File: src/sapm_consts.svh
`ifndef SAPM_CONSTS_SVH
`define SAPM_CONSTS_SVH
// ----------------------------------------------------------------------------
// Register offsets (byte addresses on APB)
// ----------------------------------------------------------------------------
`define SAPM_OFS_MODE     12'h000
`define SAPM_OFS_EXPMODE  12'h004
`define SAPM_OFS_ADDR     12'h008
`define SAPM_OFS_STATUS   12'h00C
// ----------------------------------------------------------------------------
// Field positions and reset values
// ----------------------------------------------------------------------------
`define SAPM_SEL_W        3
`define SAPM_MODE_RST     8'h00
`define SAPM_EXP_RST      8'h00
`define SAPM_EXP_EN_BIT   3
`define SAPM_UNDEF_READ   32'h0000_0000
// ----------------------------------------------------------------------------
// Pin counts per port
// ----------------------------------------------------------------------------
`define SAPM_P3_W         3
`define SAPM_P10_W        8
`define SAPM_P11_W        4
`endif

File: src/sapm_pkg.sv
package sapm_pkg;
  typedef enum logic [2:0]
  {
    SAPM_W_NONE = 3'h0,
    SAPM_W_32B  = 3'h2,
    SAPM_W_512B = 3'h3,
    SAPM_W_8K   = 3'h4,
    SAPM_W_16K  = 3'h5,
    SAPM_W_32K  = 3'h6,
    SAPM_W_64K  = 3'h7
  } sapm_width_t;
endpackage : sapm_pkg

File: src/sapm_sel_if.sv
interface sapm_sel_if;
  logic [2:0]  width_sel;
  logic        expansion_on;
  logic [14:0] pin_enable;
  modport ctrl (output width_sel, output expansion_on, input pin_enable);
  modport dec  (input width_sel, input expansion_on, output pin_enable);
endinterface : sapm_sel_if

File: src/sapm_top.sv
`include "sapm_consts.svh"
// Function
// - mode register steers ports 3, 10, 11
// - only P34-36, P100-107, P110-113 affected
// - byte writes only; reads return undefined
// - bits 3 to 7 always zero
// - width code decodes A1-A4 up to A1-A15
// - program counter upper 8 bits zero
// - bit 23 sign-extends into upper bits
// - nothing external until expansion mode set
module sapm_top
  import sapm_pkg::*;
(
  // APB
  input  wire logic        pclk,
  input  wire logic        presetn,
  input  wire logic        psel,
  input  wire logic        penable,
  input  wire logic        pwrite,
  input  wire logic [11:0] paddr,
  input  wire logic [31:0] pwdata,
  input  wire logic [3:0]  pstrb,
  output logic      [31:0] prdata,
  output logic             pready,
  output logic             pslverr,
  // Port latches from port logic
  input  wire logic [2:0]  port3_latch,
  input  wire logic [7:0]  port10_latch,
  input  wire logic [3:0]  port11_latch,
  // CPU address in
  input  wire logic [23:0] phys_addr,
  input  wire logic [31:0] pc_in,
  // Pin side
  output logic [2:0]       port3_out,
  output logic [7:0]       port10_out,
  output logic [3:0]       port11_out,
  output logic [14:0]      sep_addr_active,
  output logic [31:0]      cpu_addr,
  output logic [31:0]      pc_addr
);
  // --------------------------------------------------------------------------
  // Register access
  // --------------------------------------------------------------------------
  logic [7:0]  mode_reg;
  logic [7:0]  exp_reg;
  logic [31:0] rdata_next;
  logic        wr_cyc;
  logic        byte_only;

  sapm_sel_if sel ();

  assign wr_cyc    = psel && penable && pwrite;
  // Only a lone low-lane strobe is a legal 8-bit write
  assign byte_only = (pstrb == 4'h1);

  always_ff @(posedge pclk or negedge presetn)
  begin
    if (!presetn)
      mode_reg <= `SAPM_MODE_RST;
    else if (wr_cyc && paddr == `SAPM_OFS_MODE && byte_only)
      mode_reg <= {5'h00, pwdata[`SAPM_SEL_W-1:0]};
  end

  always_ff @(posedge pclk or negedge presetn)
  begin
    if (!presetn)
      exp_reg <= `SAPM_EXP_RST;
    else if (wr_cyc && paddr == `SAPM_OFS_EXPMODE)
      exp_reg <= {4'h0, pwdata[3:0]};
  end

  always_comb
  begin
    unique case (paddr)
      `SAPM_OFS_MODE:    rdata_next = `SAPM_UNDEF_READ;
      `SAPM_OFS_EXPMODE: rdata_next = {24'h000000, exp_reg};
      `SAPM_OFS_STATUS:  rdata_next = {17'h00000, sel.pin_enable};
      default:           rdata_next = 32'h0000_0000;
    endcase
  end

  // Zero-wait slave: every setup cycle is answered in the access cycle after it
  logic setup_cyc;
  logic addr_mode;
  logic addr_exp;
  logic addr_status;
  logic addr_known;
  logic bad_write;

  assign setup_cyc   = psel && !penable;
  assign addr_mode   = (paddr == `SAPM_OFS_MODE);
  assign addr_exp    = (paddr == `SAPM_OFS_EXPMODE);
  assign addr_status = (paddr == `SAPM_OFS_STATUS);
  assign addr_known  = addr_mode || addr_exp || addr_status;
  // Status is read-only and the mode register takes only a lone low-lane byte
  assign bad_write   = pwrite && ((addr_mode && !byte_only) || addr_status);

  always_ff @(posedge pclk or negedge presetn)
  begin
    if (!presetn)
      pready <= 1'h0;
    else
      pready <= setup_cyc;
  end

  // Read data is zero outside the answer, so no stale value lingers on the bus
  always_ff @(posedge pclk or negedge presetn)
  begin
    if (!presetn)
      prdata <= 32'h0000_0000;
    else if (setup_cyc && !pwrite)
      prdata <= rdata_next;
    else
      prdata <= 32'h0000_0000;
  end

  // Unmapped offsets and refused writes answer at once with an error, never a wait
  always_ff @(posedge pclk or negedge presetn)
  begin
    if (!presetn)
      pslverr <= 1'h0;
    else
      pslverr <= setup_cyc && (!addr_known || bad_write);
  end

  // --------------------------------------------------------------------------
  // Pin select
  // --------------------------------------------------------------------------
  assign sel.width_sel    = mode_reg[2:0];
  assign sel.expansion_on = exp_reg[`SAPM_EXP_EN_BIT];

  sapm_decode u_dec (.s(sel));

  // Address bits go out through a registered mux; other pins stay with the port latch. lets
  // us skip glitch guarding: software parks the latch at 0 first.
  // Port 11 carries A1 to A4
  always_ff @(posedge pclk or negedge presetn)
  begin
    if (!presetn)
      port11_out <= 4'h0;
    else
      for (int i = 0; i < `SAPM_P11_W; i++)
        port11_out[i] <= sel.pin_enable[i] ? phys_addr[i+1] : port11_latch[i];
  end

  // Port 10 carries A5 to A12
  always_ff @(posedge pclk or negedge presetn)
  begin
    if (!presetn)
      port10_out <= 8'h00;
    else
      for (int i = 0; i < `SAPM_P10_W; i++)
        port10_out[i] <= sel.pin_enable[i+4] ? phys_addr[i+5] : port10_latch[i];
  end

  // Port 3 carries A13 to A15
  always_ff @(posedge pclk or negedge presetn)
  begin
    if (!presetn)
      port3_out <= 3'h0;
    else
      for (int i = 0; i < `SAPM_P3_W; i++)
        port3_out[i] <= sel.pin_enable[i+12] ? phys_addr[i+13] : port3_latch[i];
  end

  // Copy of which address lines are live, so the external device can mask the window
  always_ff @(posedge pclk or negedge presetn)
  begin
    if (!presetn)
      sep_addr_active <= 15'h0000;
    else
      sep_addr_active <= sel.pin_enable;
  end

  // --------------------------------------------------------------------------
  // Address space images
  // --------------------------------------------------------------------------
  // Every 16 MB image of the physical space folds onto the same bit 23 copy
  always_ff @(posedge pclk or negedge presetn)
  begin
    if (!presetn)
      cpu_addr <= 32'h0000_0000;
    else
      cpu_addr <= {{8{phys_addr[23]}}, phys_addr};
  end

  // Program space is one flat 16 MB run from zero, so the top byte is dropped
  always_ff @(posedge pclk or negedge presetn)
  begin
    if (!presetn)
      pc_addr <= 32'h0000_0000;
    else
      pc_addr <= {8'h00, pc_in[23:0]};
  end

  // --------------------------------------------------------------------------
  // Checks
  // --------------------------------------------------------------------------
  // The pins follow the enable as it stood one edge before they are looked at
  logic exp_on;

  assign exp_on = exp_reg[`SAPM_EXP_EN_BIT];

  // Register contents
  chk_mode_high_zero: assert property (@(posedge pclk) disable iff (!presetn)
    mode_reg[7:3] == 5'h00) else $error("mode register high bits set");
  chk_mode_store: assert property (@(posedge pclk) disable iff (!presetn)
    wr_cyc && addr_mode && byte_only |=> mode_reg[2:0] == $past(pwdata[2:0]))
    else $error("byte write to mode register lost");
  chk_wide_write_drop: assert property (@(posedge pclk) disable iff (!presetn)
    wr_cyc && paddr == `SAPM_OFS_MODE && pstrb != 4'h1 |=> $stable(mode_reg))
    else $error("non-byte write changed mode");
  chk_exp_store: assert property (@(posedge pclk) disable iff (!presetn)
    wr_cyc && addr_exp |=> exp_reg == {4'h0, $past(pwdata[3:0])})
    else $error("expansion register write lost");

  // Bus answers: one pulse per transfer, error only alongside it
  chk_ready_answer: assert property (@(posedge pclk) disable iff (!presetn)
    psel && !penable |=> pready) else $error("setup cycle not answered");
  chk_ready_pulse: assert property (@(posedge pclk) disable iff (!presetn)
    pready |=> !pready) else $error("ready held past one cycle");
  chk_err_with_ready: assert property (@(posedge pclk) disable iff (!presetn)
    pslverr |-> pready) else $error("error without ready");
  chk_wide_write_err: assert property (@(posedge pclk) disable iff (!presetn)
    setup_cyc && pwrite && addr_mode && !byte_only |=> pslverr)
    else $error("wide mode write not refused");
  chk_byte_write_ok: assert property (@(posedge pclk) disable iff (!presetn)
    setup_cyc && pwrite && addr_mode && byte_only |=> !pslverr)
    else $error("byte mode write refused");
  chk_read_undef: assert property (@(posedge pclk) disable iff (!presetn)
    psel && !penable && !pwrite && paddr == `SAPM_OFS_MODE |=> prdata == 32'h0)
    else $error("mode register read leaked state");
  chk_status_read: assert property (@(posedge pclk) disable iff (!presetn)
    setup_cyc && !pwrite && addr_status |=> prdata == {17'h00000, sep_addr_active})
    else $error("status read differs from pins");

  // Which address lines reach the pins
  chk_no_exp_ports: assert property (@(posedge pclk) disable iff (!presetn)
    !exp_on |=> sep_addr_active == 15'h0000)
    else $error("address pins active outside expansion");
  chk_idle_latches: assert property (@(posedge pclk) disable iff (!presetn)
    !exp_on |=> {port3_out, port10_out, port11_out} ==
    $past({port3_latch, port10_latch, port11_latch}))
    else $error("port latch not passed through");
  chk_code_zero: assert property (@(posedge pclk) disable iff (!presetn)
    mode_reg[2:0] == 3'h0 |=> sep_addr_active == 15'h0000)
    else $error("code 000 drove pins");
  chk_reserved_code: assert property (@(posedge pclk) disable iff (!presetn)
    mode_reg[2:0] == 3'h1 |=> sep_addr_active == 15'h0000)
    else $error("reserved code drove pins");
  chk_width_32b: assert property (@(posedge pclk) disable iff (!presetn)
    exp_on && mode_reg[2:0] == 3'h2 |=> sep_addr_active == 15'h000F)
    else $error("32 byte window lines wrong");
  chk_width_512b: assert property (@(posedge pclk) disable iff (!presetn)
    exp_on && mode_reg[2:0] == 3'h3 |=> sep_addr_active == 15'h00FF)
    else $error("512 byte window lines wrong");
  chk_sel_drive: assert property (@(posedge pclk) disable iff (!presetn)
    exp_on && mode_reg[2:0] == 3'h4 |=> sep_addr_active == 15'h0FFF)
    else $error("8 KB window wrong");
  chk_width_16k: assert property (@(posedge pclk) disable iff (!presetn)
    exp_on && mode_reg[2:0] == 3'h5 |=> sep_addr_active == 15'h1FFF)
    else $error("16 KB window lines wrong");
  chk_width_32k: assert property (@(posedge pclk) disable iff (!presetn)
    exp_on && mode_reg[2:0] == 3'h6 |=> sep_addr_active == 15'h3FFF)
    else $error("32 KB window lines wrong");
  chk_width_64k: assert property (@(posedge pclk) disable iff (!presetn)
    exp_on && mode_reg[2:0] == 3'h7 |=> sep_addr_active == 15'h7FFF)
    else $error("64 KB window lines wrong");

  // Pin contents per window
  chk_small_width: assert property (@(posedge pclk) disable iff (!presetn)
    exp_on && mode_reg[2:0] == 3'h2 |=>
    port10_out == $past(port10_latch) && port11_out == $past(phys_addr[4:1]))
    else $error("32 byte window wrong");
  chk_mid_width: assert property (@(posedge pclk) disable iff (!presetn)
    exp_on && mode_reg[2:0] == 3'h3 |=>
    port10_out == {$past(port10_latch[7:4]), $past(phys_addr[8:5])})
    else $error("512 byte window wrong");
  chk_p3_kept: assert property (@(posedge pclk) disable iff (!presetn)
    exp_on && mode_reg[2:0] == 3'h4 |=> port3_out == $past(port3_latch))
    else $error("port 3 taken by 8 KB window");
  chk_p10_full: assert property (@(posedge pclk) disable iff (!presetn)
    exp_on && mode_reg[2:0] == 3'h4 |=> port10_out == $past(phys_addr[12:5]))
    else $error("A5-A12 missing");
  chk_p3_partial: assert property (@(posedge pclk) disable iff (!presetn)
    exp_on && mode_reg[2:0] == 3'h5 |=>
    port3_out == {$past(port3_latch[2:1]), $past(phys_addr[13])})
    else $error("16 KB window wrong");
  chk_full_width: assert property (@(posedge pclk) disable iff (!presetn)
    exp_on && mode_reg[2:0] == 3'h7 |=> port3_out == $past(phys_addr[15:13]))
    else $error("A13-A15 missing");

  // Address space images
  chk_sign_ext: assert property (@(posedge pclk) disable iff (!presetn)
    ##1 cpu_addr[31:24] == {8{$past(phys_addr[23])}})
    else $error("bit 23 not extended");
  chk_sign_low: assert property (@(posedge pclk) disable iff (!presetn)
    ##1 cpu_addr[23:0] == $past(phys_addr))
    else $error("physical address not passed");
  chk_pc_top: assert property (@(posedge pclk) disable iff (!presetn)
    pc_addr[31:24] == 8'h00) else $error("program counter top nonzero");
  chk_pc_low: assert property (@(posedge pclk) disable iff (!presetn)
    ##1 pc_addr[23:0] == $past(pc_in[23:0]))
    else $error("program counter low bits lost");
endmodule : sapm_top

File: src/sapm_decode.sv
`include "sapm_consts.svh"
module sapm_decode
  import sapm_pkg::*;
(
  sapm_sel_if.dec s
);
  logic [14:0] en;
  always_comb
  begin
    en = 15'h0000;
    if (s.expansion_on)
    begin
      unique case (s.width_sel)
        SAPM_W_32B:  en = 15'h000F;
        SAPM_W_512B: en = 15'h00FF;
        SAPM_W_8K:   en = 15'h0FFF;
        SAPM_W_16K:  en = 15'h1FFF;
        SAPM_W_32K:  en = 15'h3FFF;
        SAPM_W_64K:  en = 15'h7FFF;
        default:     en = 15'h0000;
      endcase
    end
  end
  assign s.pin_enable = en;
endmodule : sapm_decode

File: config.mk
export PLATFORM = sky130hd
export DESIGN_NAME = sapm_top
export DESIGN_NICKNAME = d
export VERILOG_FILES = /design/src/sapm_pkg.sv /design/src/sapm_sel_if.sv /design/src/sapm_top.sv /design/src/sapm_decode.sv
export VERILOG_INCLUDE_DIRS = /design/src
export SDC_FILE = /design/constraint.sdc
export NUM_CORES = 1
export LEC_CHECK = 0
export ABC_AREA = 1
export ABC_CLOCK_PERIOD_IN_PS = 1800
export BUFFER_PORTS_ARGS = -buffer_cell sky130_fd_sc_hd__buf_2
export CAP_MARGIN = 20
export CORE_AREA = 2 2 98 100
export CTS_CLUSTER_DIAMETER = 80
export CTS_CLUSTER_SIZE = 28
export DETAILED_ROUTE_END_ITERATION = 10
export DIE_AREA = 0 0 100 102
export PLACE_DENSITY = 0.77
export RECOVER_POWER = 100
export REMOVE_ABC_BUFFERS = 1
export SETUP_SLACK_MARGIN = 0.15
export SLEW_MARGIN = 20
export SYNTH_ARGS = -nofsm -noshare
export SYNTH_HDL_FRONTEND = slang
export SYNTH_HIERARCHICAL = 1
export SYNTH_SLANG_ARGS = --single-unit
File: constraint.sdc
create_clock -name pclk -period 1.8 [get_ports pclk]
set_input_delay 0.36 -clock pclk [delete_from_list [all_inputs] [get_ports pclk]]
set_output_delay 0.36 -clock pclk [all_outputs]
set_load 0.005 [all_outputs]
==> impl_metrics.ini <==
[clock_network]
clk_latency_ps = 360
postCtsSetupBuffers = 0
clkSinkCount = 102
clk_pin_slew_ps = 100
htreeDepth = 3
cts_buffers = 9
cts_buffer_depth = 2
cts_tree = yes
ctsHoldBuffers = 1
cts-root-buf = clkbuf_8
cts_resized = 0

[yosys]
synth_edf_count = 0
yosysTopAreaCell = dfrtp_1
synth.distinct_cells = 22
ys_ff_latch = 102
syn_area_per_cell_um2 = 14.0
synth_area_um2 = 3560
synth_top_area_share_pct = 71.6
seq_area_frac_synth_pct = 71.6
synthCells = 254
synth_most_common_cell = dfrtp_1
async_flop_share_pct = 100
synth_commonest_cells = 102 x dfrtp_1, 42 x buf_4, 25 x nand2_1, 14 x mux2_2, 12 x inv_1
yosys_warnings = 6
synth_area_leaders = dfrtp_1 72%, buf_4 8.8%, mux2_2 4.4%, nand2_1 2.6%, nor3b_2 1.8%
synthFlopType = dfrtp_1

[worst_hold_path]
hold_path.class = primary input to register

[global_routing]
grt_pass1_wl_um = 10900
grt-ovfl-total = 0
grt_usage_pct = 14.0
antenna_found_initial = 0
grt_max_degree = 51
grt_pass1_vias = 2265

[power_and_ir_drop]
total_leakage_power_nw = 2.30
power_density_nw_per_um2 = 885
combinationalPowerShare_pct = 7.2
vdd_ir_drop_max_v = 0.000441
clockPowerShare_pct = 33.0
p_int_mw = 3.02
seq_power_share_pct = 59.8
swShare_pct = 24.2
total_power_mw = 3.98
p_switching_uw = 966

[layout]
final_area_um2 = 4500
layout.cells.non_filler = 553
reg_top3 = cpu_addr x24, pc_addr x24
layout-drive-gt1-share_pct = 38.9
layout.nets = 562
fillers = 872
syn_to_final_growth_pct = 26.3
antenna_cells = 0

[critical_path]
crit_family = simple AND/OR/NAND/NOR gates
end_kind = register
path_max_fanout = 12
worstPathRequired_ps = 2040
cp_cell_sequence = nand2_1 -> nand2_1 -> mux2_2
critPathMaxStageDelay_ps = 440
slowest_stage = dfrtp_1
startpoint_type = register
worst-path-buf-inv = 0
critPathMostFrequentCell = nand2_1
worstPathArrival_ps = 1720
worstSetupPathType = register to register

[floorplan]
die-width_um = 100
die-area_um2 = 10200
fp.dieH_um = 102
start_util_pct = 39.1
core_area_um2 = 9110
row_count = 35
ios = 252

[routing]
avgViaCountPerCell = 4.31
ant_nets = 0
firstDrtPassIters = 4
drt_iter0_drc = 44
vias = 2381
drc_errors = 0
wire_per_inst_um = 13.6
routed_wl_um = 7540

[timing]
setup_viol = 0
period_needed_ps = 1480
relSlewSlack_pct = 60.6
max_clock_freq_mhz = 674
tightest_slew_ps = 591
final.setup.tns_ps = 0
drv_slew = 0
fin_crit_sh_pct = 82.4
finalHoldViolCount = 0
rsz0062_at_grt = no
finClkSkew_ps = 16.5

[placed_design]
placed_area_um2 = 4430
gp_congestion = 0.681
hpwlAfterDp_um = 5660
dp.cells = 537
port_buffers = 190

[flow_run]
cap_violations = 0

[status]
status = completed
==> cells by family after synthesis <==
group	after synthesis	share of synthesized area [%]
simple gates	68	10.8
flops	102	71.6
other cells	1	0.105
compound gates	11	1.86
buf+inv	58	11.2
mux	14	4.42
==> power groups by stage <==
stage / Sequential, mW / Combinational, mW / Clock, mW
CTS: 2.38 / 0.308 / 1.37
global placement: 2.43 / 0.297 / 0
global route: 2.39 / 0.325 / 1.47
detailed placement: 2.43 / 0.306 / 0
finish: 2.38 / 0.287 / 1.31
floorplan: 2.44 / 0.0497 / 0
==> stage by stage <==
stage / util (%) / hold slack, ps / setup slack (ps)
floorplan: - / 64.4 / 500
global placement: 48.7 / 356 / 303
detailed placement: 48.7 / 368 / 248
CTS: 50.7 / 79.2 / 333
global route: 49.4 / 73.8 / 163
finish: 49.4 / 99.1 / 317
==> final cells by class <==
cell class                 count  area [um^2]  area share (%)
clock buffer                   9          124            2.75
clock inverter                 6         56.3            1.25
inverter                      13         48.8            1.08
multi-input combinational    118          659            14.7
sequential                   102         2550            56.7
tap                          111          139            3.09
timing repair buffer         194          920            20.4
==> layer usage <==
layer / part of all wire [%] / track usage (%) / vias to the layer above
met1: 39 / 16.0 / 1137
met3: 8.2 / 4.24 / 9
met5: 0 / 0 / -
li1: - / - / 1103
met4: 0.93 / 4.11 / 0
met2: 52 / 25.5 / 132
==> worst paths after layout <==
kind                                  from             to  slack (ps)  depth (start not counted)
worst max-delay path            exp_reg[3]  port10_out[0]         320                          3
worst min-delay path             pc_in[22]    pc_addr[22]         100                          1
worst max register to register  exp_reg[3]  port10_out[0]         320                          3
worst min register to register  exp_reg[0]     exp_reg[0]         510                          2
max in group asynchronous          presetn    cpu_addr[6]         590                          3
min in group asynchronous          presetn     pc_addr[8]         510                          2
==> cells in the final DEF, fill, tap and decap left out <==
| cell type | n |
|---|---|
| nand3_1 | 10 |
| clkbuf_8 | 9 |
| nor3_2 | 1 |
| conb_1 | 25 |
| dfrtp_1 | 102 |
| clkbuf_1 | 59 |
| nor2_1 | 14 |
| a21oi_1 | 5 |
| buf_12 | 1 |
| nand3b_1 | 1 |
| or2_1 | 1 |
| nor2_4 | 1 |
| inv_1 | 12 |
| nor3_4 | 1 |
| nand2_1 | 26 |
| nand2_2 | 3 |
| o21ai_2 | 2 |
| clkinv_4 | 3 |
| inv_8 | 2 |
| inv_2 | 1 |
| clkinvlp_4 | 1 |
| o21ai_0 | 4 |
| nor3b_1 | 10 |
| dlygate4sd3_1 | 1 |
| buf_4 | 1 |
| buf_2 | 131 |
| clkbuf_2 | 1 |
| mux2_2 | 14 |
Power figures use the tool's default switching activity.
